File: config.mk
export PLATFORM = sky130hd
export DESIGN_NAME = acc_adc_ctrl
export DESIGN_NICKNAME = d
export VERILOG_FILES = /design/src/acc_pkg.sv /design/src/acc_conv_if.sv /design/src/acc_clkdiv.sv /design/src/acc_sar.sv /design/src/acc_adc_ctrl.sv
export SDC_FILE = /design/constraint.sdc
export NUM_CORES = 1
export LEC_CHECK = 0
export ABC_CLOCK_PERIOD_IN_PS = 2750
export BUFFER_PORTS_ARGS = -buffer_cell sky130_fd_sc_hd__buf_2
export CAP_MARGIN = 20
export CORE_MARGIN = 3
export CORE_UTILIZATION = 25
export DETAILED_ROUTE_END_ITERATION = 10
export SLEW_MARGIN = 5
export SYNTH_ARGS = -nofsm -noshare
export SYNTH_HDL_FRONTEND = slang
export SYNTH_SLANG_ARGS = --single-unit
export TNS_END_PERCENT = 10
File: constraint.sdc
create_clock -name core_clk -period 2.75 [get_ports core_clk]
set_input_delay 0.55 -clock core_clk [delete_from_list [all_inputs] [get_ports core_clk]]
set_output_delay 0.55 -clock core_clk [all_outputs]
set_load 0.01 [all_outputs]
File: src/acc_pkg.sv
// constants shared by the converter control block
// Behaviour
// - seven multiplexed inputs, only the selected converts
// - ten-bit unsigned result over two bytes
// - overrange input saturates to all ones
// - underrange input gives all zeros
// - channel field picks the converted input
// - setting converter on starts a conversion
// - convert continuously while converter on
// - completion loads result and sets done flag
// - high read or control write clears done
// - channel change aborts, clears done, restarts
// - clearing converter on stops and powers down
// - wait mode leaves the converter running
// - halt disables; settle interval after wakeup
// - channel code selects inputs in binary order
// - converter clock is cpu/2, cpu or cpu/4
// - high byte bits 9:2, low byte bits 1:0
package acc_pkg;
  localparam int RES_W = 10;
  localparam int SEL_W = 3;
  localparam logic [SEL_W-1:0] LAST_INPUT = 3'h6;
  // control and status byte layout
  localparam int CSR_DONE_BIT = 7;
  localparam int CSR_SPEED_BIT = 6;
  localparam int CSR_ON_BIT = 5;
  localparam int CSR_SEL_LSB = 0;
  // low byte layout
  localparam int DRL_SLOW_BIT = 3;
  localparam logic [7:0] CSR_RESET = 8'h00;
  localparam logic [7:0] DRL_RESET = 8'h00;
  // converter clock divider reload values (divisor minus one)
  localparam logic [1:0] DIV_SLOW = 2'h3;
  localparam logic [1:0] DIV_HALF = 2'h1;
  localparam logic [1:0] DIV_FULL = 2'h0;
  // successive approximation timing in converter ticks
  localparam logic [1:0] SAMPLE_TICKS = 2'h2;
  localparam logic [1:0] STEP_TICKS = 2'h3;
  // settling interval after leaving halt
  localparam int CLK_PERIOD_NS = 10;
  localparam int SETTLE_TIME_NS = 1000;
  localparam int SETTLE_CYCLES = (SETTLE_TIME_NS + CLK_PERIOD_NS - 1) / CLK_PERIOD_NS;
  localparam int SETTLE_W = 12;
  typedef enum logic [1:0] {SAR_IDLE, SAR_SAMPLE, SAR_STEP} acc_sar_e;
  typedef logic [RES_W-1:0] acc_res_t;
endpackage

File: src/acc_conv_if.sv
// link between the control logic and the approximation engine
`timescale 1ns/1ps
interface acc_conv_if;
  logic tick;
  logic start;
  logic abort;
  logic comp_high;
  logic busy;
  logic done;
  logic sampling;
  acc_pkg::acc_res_t result;
  acc_pkg::acc_res_t trial;
  modport ctrl (output tick, start, abort, comp_high, input busy, done, sampling, result, trial);
  modport engine (input tick, start, abort, comp_high, output busy, done, sampling, result, trial);
endinterface

File: src/acc_clkdiv.sv
// converter clock enable derived from the core clock
`timescale 1ns/1ps
module acc_clkdiv
(
  input wire logic core_clk,
  input wire logic reset,
  input wire logic slow,
  input wire logic speed,
  output logic tick
);
  import acc_pkg::*;
  logic [1:0] cnt;
  wire [1:0] reload = slow ? DIV_SLOW : (speed ? DIV_FULL : DIV_HALF);
  wire wrap = (cnt == 2'h0);

  // down counter, one tick per wrap
  always_ff @(posedge core_clk or posedge reset)
  begin
    if (reset)
    begin
      cnt <= 2'h0;
      tick <= 1'b0;
    end
    else
    begin
      cnt <= wrap ? reload : cnt - 2'h1;
      tick <= wrap;
    end
  end

  AST_DIV_SLOW: assert property (@(posedge core_clk) disable iff (reset)
    tick && slow && $past(slow) ##1 slow ##1 slow |-> !tick && !$past(tick))
    else $error("slow divider ticked early");
  AST_DIV_FULL: assert property (@(posedge core_clk) disable iff (reset)
    tick && speed && !slow && $past(speed) && !$past(slow) ##1 (speed && !slow)
    ##1 (speed && !slow) |-> tick)
    else $error("full rate divider missed a tick");
endmodule

File: src/acc_sar.sv
// successive approximation sequencer, one decision per bit
`timescale 1ns/1ps
module acc_sar
(
  input wire logic core_clk,
  input wire logic reset,
  acc_conv_if.engine conv
);
  import acc_pkg::*;
  acc_sar_e state;
  logic [1:0] ph_cnt;
  logic [3:0] bit_idx;

  function automatic acc_res_t onehot(input logic [3:0] idx);
    onehot = acc_res_t'(10'h001 << idx);
  endfunction

  // phase bookkeeping
  wire ph_last = (state == SAR_SAMPLE) ? (ph_cnt == SAMPLE_TICKS - 2'h1) : (ph_cnt == STEP_TICKS);
  wire step_now = conv.tick && ph_last;
  // keep the tested bit only when the input is at or above the trial
  wire [RES_W-1:0] decided = conv.comp_high ? conv.trial : (conv.trial & ~onehot(bit_idx));
  wire last_bit = (bit_idx == 4'h0);
  wire [RES_W-1:0] next_trial = last_bit ? decided : (decided | onehot(bit_idx - 4'h1));

  // sequencer; abort always wins so a stale result never escapes
  always_ff @(posedge core_clk or posedge reset)
  begin
    if (reset)
    begin
      state <= SAR_IDLE;
      ph_cnt <= 2'h0;
      bit_idx <= 4'h0;
      conv.trial <= '0;
      conv.result <= '0;
      conv.done <= 1'b0;
    end
    else
    begin
      conv.done <= 1'b0;
      if (conv.abort)
        state <= SAR_IDLE;
      else
      begin
        case (state)
          SAR_IDLE:
          begin
            if (conv.start)
            begin
              state <= SAR_SAMPLE;
              ph_cnt <= 2'h0;
              conv.trial <= '0;
            end
          end
          SAR_SAMPLE:
          begin
            if (conv.tick)
              ph_cnt <= step_now ? 2'h0 : ph_cnt + 2'h1;
            if (step_now)
            begin
              state <= SAR_STEP;
              bit_idx <= 4'(RES_W - 1);
              conv.trial <= onehot(4'(RES_W - 1));
            end
          end
          SAR_STEP:
          begin
            if (conv.tick)
              ph_cnt <= step_now ? 2'h0 : ph_cnt + 2'h1;
            if (step_now)
            begin
              conv.trial <= next_trial;
              bit_idx <= bit_idx - 4'h1;
              if (last_bit)
              begin
                state <= SAR_IDLE;
                conv.result <= decided;
                conv.done <= 1'b1;
              end
            end
          end
          default: state <= SAR_IDLE;
        endcase
      end
    end
  end

  assign conv.busy = (state != SAR_IDLE);
  assign conv.sampling = (state == SAR_SAMPLE);

  AST_SAR_ABORT: assert property (@(posedge core_clk) disable iff (reset)
    conv.abort |=> !conv.busy ##1 !conv.done)
    else $error("engine kept running after abort");
endmodule

File: src/acc_adc_ctrl.sv
// converter control, result bytes and low power handling
`timescale 1ns/1ps
module acc_adc_ctrl
(
  input wire logic core_clk,
  input wire logic reset,
  input wire logic csr_wr_en,
  input wire logic [7:0] csr_wr_data,
  input wire logic drl_wr_en,
  input wire logic [7:0] drl_wr_data,
  input wire logic drh_rd_en,
  input wire logic halt_mode,
  input wire logic comparator_in,
  output logic [7:0] converter_control_status,
  output logic [7:0] result_high_byte,
  output logic [7:0] result_low_byte,
  output logic conversion_done,
  output logic converter_powered,
  output logic [acc_pkg::SEL_W-1:0] input_select_out,
  output logic sample_hold,
  output acc_pkg::acc_res_t dac_code
);
  import acc_pkg::*;

  acc_conv_if conv();

  // software visible control state, then internal start, settle and tick state
  logic [SEL_W-1:0] input_select;
  logic converter_on;
  logic speed;
  logic slow;
  logic start_q;
  logic [SETTLE_W-1:0] settle_cnt;
  logic halt_q;
  logic tick;
  // comparator pin synchroniser plus agreement filter
  logic comp_s1;
  logic comp_s2;
  logic comp_s3;
  logic comp_f;

  // converter clock enable
  acc_clkdiv u_div
  (
    .core_clk(core_clk),
    .reset(reset),
    .slow(slow),
    .speed(speed),
    .tick(tick)
  );

  // approximation engine
  acc_sar u_sar
  (
    .core_clk(core_clk),
    .reset(reset),
    .conv(conv.engine)
  );

  // control write decode
  wire [SEL_W-1:0] wr_select = csr_wr_data[CSR_SEL_LSB +: SEL_W];
  wire wr_on = csr_wr_data[CSR_ON_BIT];
  wire sel_change = csr_wr_en && (wr_select != input_select);
  wire switch_off = csr_wr_en && !wr_on;
  // halt powers down; wait has no input here, so it cannot disturb conversion
  wire halt_exit = halt_q && !halt_mode;
  // halt_q also covers the first cycle after wakeup, before the count is loaded
  wire settled = (settle_cnt == '0) && !halt_q;
  wire run_ok = converter_on && !halt_mode && settled;
  // any event that invalidates the conversion in flight
  wire abort_now = sel_change || switch_off || halt_mode || !run_ok;
  wire start_now = run_ok && !abort_now && !conv.busy && !start_q;
  wire good_done = conv.done && !abort_now;
  wire done_clear = drh_rd_en || csr_wr_en;
  // completion beats a same-cycle read, except a channel change, switch off or halt kills it
  wire next_done = good_done ? 1'b1 : (done_clear ? 1'b0 : conversion_done);

  assign conv.tick = tick;
  assign conv.start = start_now;
  assign conv.abort = abort_now;
  // agreed stages pass straight on; the filter flop only bridges a disagreement,
  // which keeps the decision inside a four tick step at full rate
  assign conv.comp_high = (comp_s2 == comp_s3) ? comp_s3 : comp_f;

  // control and configuration registers
  always_ff @(posedge core_clk or posedge reset)
  begin
    if (reset)
    begin
      input_select <= CSR_RESET[CSR_SEL_LSB +: SEL_W];
      converter_on <= CSR_RESET[CSR_ON_BIT];
      speed <= CSR_RESET[CSR_SPEED_BIT];
      slow <= DRL_RESET[DRL_SLOW_BIT];
    end
    else
    begin
      if (csr_wr_en)
      begin
        input_select <= wr_select;
        converter_on <= wr_on;
        speed <= csr_wr_data[CSR_SPEED_BIT];
      end
      if (drl_wr_en)
        slow <= drl_wr_data[DRL_SLOW_BIT];
    end
  end

  // start pulse spacing keeps one start per idle engine
  always_ff @(posedge core_clk or posedge reset)
  begin
    if (reset)
      start_q <= 1'b0;
    else
      start_q <= start_now;
  end

  // settle interval after wakeup; results before it would be inaccurate
  always_ff @(posedge core_clk or posedge reset)
  begin
    if (reset)
    begin
      halt_q <= 1'b0;
      settle_cnt <= '0;
    end
    else
    begin
      halt_q <= halt_mode;
      if (halt_mode)
        settle_cnt <= '0;
      else if (halt_exit)
        settle_cnt <= SETTLE_W'(SETTLE_CYCLES);
      else if (!settled)
        settle_cnt <= settle_cnt - 1'b1;
    end
  end

  // comparator pin: three stages, a change counts when stages two and three agree
  always_ff @(posedge core_clk or posedge reset)
  begin
    if (reset)
    begin
      comp_s1 <= 1'b0;
      comp_s2 <= 1'b0;
      comp_s3 <= 1'b0;
      comp_f <= 1'b0;
    end
    else
    begin
      comp_s1 <= comparator_in;
      comp_s2 <= comp_s1;
      comp_s3 <= comp_s2;
      if (comp_s2 == comp_s3)
        comp_f <= comp_s3;
    end
  end

  // done flag and result bytes
  always_ff @(posedge core_clk or posedge reset)
  begin
    if (reset)
    begin
      conversion_done <= 1'b0;
      result_high_byte <= 8'h00;
      result_low_byte <= DRL_RESET;
    end
    else
    begin
      conversion_done <= next_done;
      // a low byte read has no side effect, so it has no strobe at all
      if (good_done)
        result_high_byte <= conv.result[RES_W-1:2];
      result_low_byte <= {4'h0, slow, 1'b0, result_low_byte[1:0]};
      if (good_done)
        result_low_byte[1:0] <= conv.result[1:0];
    end
  end

  // status byte readback; reserved bits stay zero
  always_ff @(posedge core_clk or posedge reset)
  begin
    if (reset)
      converter_control_status <= CSR_RESET;
    else
    begin
      converter_control_status <= 8'h00;
      converter_control_status[CSR_DONE_BIT] <= next_done;
      converter_control_status[CSR_SPEED_BIT] <= csr_wr_en ? csr_wr_data[CSR_SPEED_BIT] : speed;
      converter_control_status[CSR_ON_BIT] <= csr_wr_en ? wr_on : converter_on;
      converter_control_status[CSR_SEL_LSB +: SEL_W] <= csr_wr_en ? wr_select : input_select;
    end
  end

  // analog side: mux select, power and sample
  always_ff @(posedge core_clk or posedge reset)
  begin
    if (reset)
    begin
      input_select_out <= '0;
      converter_powered <= 1'b0;
      sample_hold <= 1'b0;
    end
    else
    begin
      // codes above the last input are passed on; no such input exists there
      input_select_out <= input_select;
      converter_powered <= converter_on && !halt_mode;
      sample_hold <= conv.sampling;
    end
  end

  // trial flop drives the pin directly; an extra stage would cost the comparator a cycle
  assign dac_code = conv.trial;

  // interrupt request output deliberately absent; the done flag is polled
  wire unused_irq = 1'b0;

  AST_DONE_SET: assert property (@(posedge core_clk) disable iff (reset)
    good_done |=> conversion_done && converter_control_status[CSR_DONE_BIT])
    else $error("done flag not set after completion");

  AST_RESULT_LOAD: assert property (@(posedge core_clk) disable iff (reset)
    good_done |=> {result_high_byte, result_low_byte[1:0]} == $past(conv.result))
    else $error("result bytes do not match the finished conversion");

  AST_HIGH_READ_CLEAR: assert property (@(posedge core_clk) disable iff (reset)
    drh_rd_en && !conv.done |=> !conversion_done)
    else $error("high byte read left the done flag set");

  AST_FLAG_HOLDS: assert property (@(posedge core_clk) disable iff (reset)
    conversion_done && !drh_rd_en && !csr_wr_en |=> conversion_done)
    else $error("done flag dropped without a clearing access");

  AST_CHANNEL_ABORT: assert property (@(posedge core_clk) disable iff (reset)
    sel_change && wr_on && !halt_mode && settled |=> !conversion_done ##1 conv.busy)
    else $error("channel change did not restart conversion");

  AST_SWITCH_OFF: assert property (@(posedge core_clk) disable iff (reset)
    switch_off |=> !conv.busy ##1 (!converter_powered && !conv.busy))
    else $error("converter still running after switch off");

  AST_HALT_OFF: assert property (@(posedge core_clk) disable iff (reset)
    halt_mode |=> !converter_powered && !conv.start)
    else $error("converter active during halt");

  AST_SETTLE_HOLD: assert property (@(posedge core_clk) disable iff (reset)
    !settled |-> !conv.start && !good_done)
    else $error("conversion ran inside the settle interval");

  AST_CONTINUOUS: assert property (@(posedge core_clk) disable iff (reset)
    good_done && run_ok && !csr_wr_en && !halt_mode |-> ##[1:2] conv.busy)
    else $error("no new conversion after completion");

  AST_ON_START: assert property (@(posedge core_clk) disable iff (reset)
    csr_wr_en && wr_on && !converter_on && !halt_mode && settled |-> ##[2:3] conv.sampling)
    else $error("setting converter on did not start a conversion");

  AST_MUX_FOLLOWS: assert property (@(posedge core_clk) disable iff (reset)
    ##1 input_select_out == $past(input_select))
    else $error("mux select does not follow the channel field");

  AST_LOW_RESERVED: assert property (@(posedge core_clk) disable iff (reset)
    result_low_byte[7:4] == 4'h0 && !result_low_byte[2])
    else $error("reserved low byte bits not zero");
endmodule

==> results of run 1 <==
[Yosys cell counts, drive strengths merged, types with 2 or more instances]
| library cell | instances | area (sq um) |
|---|---|---|
| nand2b | 4 | 25.0 |
| nor2 | 20 | 75.1 |
| o31a | 2 | 17.5 |
| or4 | 2 | 18.8 |
| ha | 13 | 163 |
| nor3 | 14 | 80.1 |
| dfrtp | 73 | 1830 |
| nor3b | 3 | 22.5 |
| xor2 | 3 | 26.3 |
| o21ai | 31 | 155 |
| nor4 | 4 | 25.0 |
| inv | 15 | 56.3 |
| o22ai | 2 | 12.5 |
| o31ai | 2 | 15.0 |
| mux2i | 4 | 40.0 |
| a311oi | 3 | 26.3 |
| nand2 | 49 | 184 |
| mux2 | 17 | 191 |
| nor4b | 2 | 17.5 |
| xnor2 | 7 | 61.3 |
| nand3 | 11 | 55.1 |
| buf | 15 | 100 |
| a21oi | 16 | 80.1 |
| clkbuf | 9 | 33.8 |
| or3 | 7 | 53.8 |
| nand4 | 7 | 58.8 |
[metal layers]
metal  vias up  part of all wire
li1       1299                 -
met1      1302              0.47
met2        57              0.46
met3        15             0.054
met4         0             0.023
met5         -                 0
[registers in the layout, summed over array words and instances (netlist names), 2 cells and up]
name and flops:
converter_control_status 4, u_sar.conv.trial 10, u_sar.bit_idx 4, settle_cnt 12
input_select 2, u_sar.ph_cnt 2, u_sar.state 2, u_sar.conv.result 10
u_div.cnt 2, result_high_byte 8, input_select_out 3, result_low_byte 3
[final timing paths]
check / slack [ps] / to / depth (start not counted)
setup / recovery: 400 / u_sar.bit_idx[3] / 7
hold reg to reg: 350 / comp_s2 / 0
hold / removal: 300 / converter_control_status[7] / 3
setup reg to reg: 400 / u_sar.bit_idx[3] / 7
min in group core_clk: 310 / comp_s1 / 1
max in group asynchronous: 2140 / halt_q / 3
[kinds of logic after synthesis]
group | after synthesis | synth area share
AO/OA/AOI/OAI | 61 | 0.103
multiplexers | 21 | 0.0650
adder cells (fa/ha/maj) | 14 | 0.0485
buffers and inverters | 39 | 0.0534
flip-flops | 73 | 0.513
other | 1 | 0.00105
XOR/XNOR | 10 | 0.0246
AND/OR/NAND/NOR | 131 | 0.191
[worst register-to-register path, delay by kind of cell (launching register included)]
kind | cells | cell delay, ps
simple gates | 1 | 370
compound gates | 2 | 520
flops | 1 | 430
fa+ha+maj | 1 | 290
xor+xnor | 1 | 130
buf+inv | 1 | 120
mux | 1 | 370
[cell type report]
type | count | area [sq um]
well taps | 176 | 220
inverters | 15 | 56.3
multi-input cells | 244 | 1560
flip-flops and latches | 73 | 1830
clock buffers | 9 | 225
repair buffers | 52 | 290
fillers | 1398 | 9270
clock inverters | 7 | 103
[metrics by stage]
stage / power [mW] / instances
CTS: 2.86 / 576
floorplan: 1.46 / 356
detailed placement: 1.56 / 560
global placement: 1.54 / 560
global route: 2.96 / 576
finish: 2.82 / 576
[where the power goes]
group	total, mW	switching, mW	leakage, nW	internal [mW]
registers	1.23	0.0745	0.956	1.15
logic	0.305	0.177	0.888	0.128
clock network	1.28	0.480	0.157	0.803
total	2.82	0.732	2.00	2.09
==> results.md, run 1 <==
* Most frequent cells in the layout: dfrtp_1, nand2_1, buf_2, o21ai_0, nor2_1
* Initial antenna violation count at 0
* Final WS setup at 400 ps
* Die Ht at around 130 um
* Clock Latency Late Sink at 340 ps
* HP Class: input pin to asynchronous set/reset pin
* Critical path arrival at roughly 2600 ps
* M3 GR Usage at 0.0324
* Routed WL per cell at 13.3 um
* CP max stage delay at 430 ps
* Slew Limit Fails at 0
* Layout Nets at 431
* Die Area at 15,700 sq um
* Worst vdd ir at 261 uV
* Ant diodes at 0
* Hold-fix buffers, CTS at 0
* Syn Area/Cell at 10.2 sq um
* Worst R2R Start: u_sar.state[1]
* Ys Warns at 0
* Hold Violations, Final at 0
* Setup violators final at 0
* Post-Synthesis Cells at 350
* CP required at about 3000 ps
* Worst setup startpoint: u_sar.state[1]
* Unrepaired setup endpoints after global routing: no
* Setup TNS Final at 0 ps
* Post-DRT Antenna Nets at 0
* Main synth FF type: dfrtp_1
* Slowest-stage cell, CP: dfrtp_1
* Clock Path Buffers at 2
* FMAX at 426 MHz
* Worst setup EP type: flip-flop
* WHS at 301 ps
* Most used routing layer: met2
* Largest net degree at the start of global routing at 74
* Buffers on Ports at 45
* Slew Limit Headroom at 0.561
* Die Span X at 125 um
* All-layer global routing usage at 0.101
* Crit Path Category: flip-flop to flip-flop
* Crit share post-route at 0.854
* DRC viols at 0
* Critical Path Source Type: flip-flop
* Pwr Density at ~660 nW/um^2
* Vias per cell at between 4 and 5
* CTS Sinks at 73
* Commonest non-fill, non-tap cell in the layout: dfrtp_1
* Worst path cell trace: inv_1 -> ha_1 -> xnor2_1 -> o22ai_1 -> nand4_1 -> mux2_2 -> o31a_1
* CTS clock-pin slew for the worst setup and hold paths at 60 ps
* Leakage power at 2.00 nW
* Area delta synth->final at 20.4%
* CTS Root Cell: clkbuf_16
* Max Cap Viol at 0
* Met1 usage at 0.133
* Clock Skew at 8.47 ps
* Netlist Area Pre-Place at 3560 sq um
* Placer Congestion at 0.912
* 1st-iter DRT viols at 141
* Number of detailed-route iterations in the first pass at 4
* Met2 usage at 0.151
* Total CTS buffers at 9
* Site Rows at 42
* Maximum fanout along the worst path at 6
* Post-place instance area at 3960 sq um
* Vias in the first global route at 2,579
* DP HPWL at roughly 5500 um
* Number of synthesized flops with an enable pin at 0
* Design Area, Final at 4290 sq um
* Worst slew pin tran at 653 ps
* Final WL at 7640 um
* Vias post-DR at 2,673
* H-Tree Depth at 3
* Delay-heaviest family, CP: compound AO/OA/AOI/OAI gates
* Tmin final at 2350 ps
* Register bit count reported by yosys at 73
* Initial Utilization at 0.262
* Worst slack, placed at 458 ps
* CTS resizes at 0
* Seq/Total Area, Yosys at 0.513
* Core area at 13,600 sq um
* Buf/Inv on CP at 1
* Post-synth ARST share at 1.00
* Share of the core filled with cells at 0.316
* First-pass GRT wire length at around 13,000 um
* I/O pins at 63
* Setup Buffers After CTS at 0
* Status: completed
* CTS tree: done
* Gr ovfl total at 0
* Cell variety after synth at 47
* Layout cells sized above 1 at 0.233
Power figures use the tool's default switching activity.
==> inputs of run 2 (changes only) <==
--- a/config.mk
+++ b/config.mk
@@ -11,6 +11,7 @@
 export CORE_MARGIN = 3
 export CORE_UTILIZATION = 25
 export DETAILED_ROUTE_END_ITERATION = 10
+export MAX_ROUTING_LAYER = met4
 export SLEW_MARGIN = 5
 export SYNTH_ARGS = -nofsm -noshare
 export SYNTH_HDL_FRONTEND = slang
==> run 2 against run 1 <==
Effect of this change: global-route usage up 0.31 points; final cell count unchanged; critical endpoint unchanged; die area unchanged; sequential share of layout area is the same; largest cell class unchanged; clock-buffer cell count unchanged.
==> results.md, run 2 (synthesis results as in run 1) <==
* FMAX at 419 MHz (-1.7%)
* Hold-fix buffers, CTS at 0 (unchanged)
* Top flop regs: settle_cnt (12), u_sar.conv.result (10), u_sar.conv.trial (10)
* Vias per cell at 4.64 (about the same)
* Status: completed
* Leakage power at 2.00 nW (unchanged)
* Critical path arrival at 2610 ps (+40 ps)
* Core area at 13,600 sq um (unchanged)
* DP HPWL at 5470 um (unchanged)
* Initial antenna violation count at 0 (unchanged)
* All-layer global routing usage at 0.104 (+0.00312)
* Reg-to-reg setup timing slack at 360 ps (-40 ps)
* Number of detailed-route iterations in the first pass at 5 (+1)
* Buffers on Ports at 45 (unchanged)
* H-Tree Depth at 3 (unchanged)
* Fill cell count at 1,398 (unchanged)
* Layout Nets at 431 (unchanged)
* CTS resizes at 0 (unchanged)
* Clock Skew at 8.43 ps (-0.0355 ps)
* Largest net degree at the start of global routing at 74 (unchanged)
* Commonest non-fill, non-tap cell in the layout: dfrtp_1
* Worst setup EP type: flip-flop
* Worst slew pin tran at 656 ps (+2.17 ps)
* Worst vdd ir at 260 uV (about the same)
* CTS Root Cell: clkbuf_16
* DRC viols at 0 (unchanged)
* Setup Buffers After CTS at 0 (unchanged)
* I/O pins at 63 (unchanged)
* CTS clock-pin slew for the worst setup and hold paths at 60 ps (about the same)
* HP Class: input pin to asynchronous set/reset pin
* Slew Limit Fails at 0 (unchanged)
* Initial Utilization at 0.262 (unchanged)
* First-pass GRT wire length at 12,900 um (+0.11%)
* Final WL at 7600 um (-0.52%)
* Routed WL per cell at 13.2 um (-0.52%)
* Maximum fanout along the worst path at 6 (unchanged)
* CP required at 2970 ps (about the same)
* Crit share post-route at 0.869 (+0.0144)
* Die Span X at 125 um (unchanged)
* Ant diodes at 0 (unchanged)
* Setup TNS Final at 0 ps (unchanged)
* Critical Path Source Type: flip-flop
* Pwr Density at 657 nW/um^2 (about the same)
* CTS Sinks at 73 (unchanged)
* Clock Latency Late Sink at 340 ps (about the same)
* Layout cells sized above 1 at 0.233 (unchanged)
* 1st-iter DRT viols at 157 (+11%)
* Most frequent cells in the layout: dfrtp_1, nand2_1, buf_2, o21ai_0, nor2_1
* CTS tree: done
* Placer Congestion at 0.928 (+1.7%)
* Final cell count without fillers at 576 (unchanged)
* Gr ovfl total at 0 (unchanged)
* Site Rows at 42 (unchanged)
* Crit Path Category: flip-flop to flip-flop
* Vias in the first global route at 2,575 (-0.16%)
* Vias post-DR at 2,674 (+0.037%)
* Max Cap Viol at 0 (unchanged)
* Total CTS buffers at 9 (unchanged)
* Post-Place Cells at 560 (unchanged)
* Slew Limit Headroom at 0.560 (-0.00145)
* Die Area at 15,700 sq um (unchanged)
* Most flops, register: settle_cnt
* Unrepaired setup endpoints after global routing: no
* Max reg flops at 12 (unchanged)
* Die Ht at 125 um (unchanged)
* Setup violators final at 0 (unchanged)
* Post-DRT Antenna Nets at 0 (unchanged)
* Clock Path Buffers at 2 (unchanged)
* Hold Violations, Final at 0 (unchanged)
* Share of the core filled with cells at 0.316 (unchanged)
* Area delta synth->final at 20.4% (unchanged)
* Tmin final at 2390 ps (+39.6 ps)
## run 2: cell counts in the layout (fill, tap and decap cells not counted)
No cell type changed its count.
## run 2: power breakdown
| part | internal (mW) | switching [mW] | total (mW) |
|---|---|---|---|
| sequential | 1.15 | 0.0744 | 1.23 |
| clock | 0.803 | 0.481 | 1.28 |
| combinational | 0.128 | 0.177 | 0.305 |
## run 2: routing by layer
| layer | vias to the layer above | global-route usage | part of all wire |
|---|---|---|---|
| met5 | - | - | 0 |
| met4 | 0 | 0.0485 | 0.029 |
| met3 | 17 | 0.0324 | 0.051 |
| met2 | 53 | 0.151 | 0.46 |
| met1 | 1304 | 0.133 | 0.46 |
| li1 | 1300 | - | - |
## run 2: layout make-up
| class | instances | area, sq um | share of cell area |
|---|---|---|---|
| Sequential cell | 73 | 1830 | 0.426 |
| Timing Repair Buffer | 52 | 290 | 0.0677 |
| Clock buffer | 9 | 225 | 0.0526 |
| Multi-Input combinational cell | 244 | 1560 | 0.365 |
| Inverter | 15 | 56.3 | 0.0131 |
| Tap cell | 176 | 220 | 0.0514 |
| Clock inverter | 7 | 103 | 0.0239 |
## run 2: critical path, stage by stage (launching register included)
cell     delay (ps)
dfrtp_1         430
inv_1           130
ha_1            290
xnor2_1         130
o22ai_1         440
nand4_1         380
mux2_2          370
o31a_1          100
## run 2: path summary, 6_finish.rpt
| kind | start | end | cells past startpoint |
|---|---|---|---|
| hold reg to reg | comp_s1 | comp_s2 | 0 |
| setup / recovery | u_sar.state[1] | u_sar.bit_idx[3] | 7 |
| min in group core_clk | comparator_in | comp_s1 | 1 |
| max in group asynchronous | reset | result_low_byte[3] | 3 |
| setup reg to reg | u_sar.state[1] | u_sar.bit_idx[3] | 7 |
| hold / removal | reset | converter_control_status[7] | 3 |
## run 2: through the flow
| step | setup WS [ps] | hold WS, ps | cell area (sq um) | power, mW |
|---|---|---|---|---|
| after floorplan | 347 | 331 | 3580 | 1.46 |
| after global placement | 457 | 338 | 3960 | 1.54 |
| after detailed placement | 458 | 343 | 3960 | 1.56 |
| after CTS | 410 | 302 | 4290 | 2.86 |
| after global routing | 200 | 297 | 4290 | 2.96 |
| final | 361 | 289 | 4290 | 2.82 |
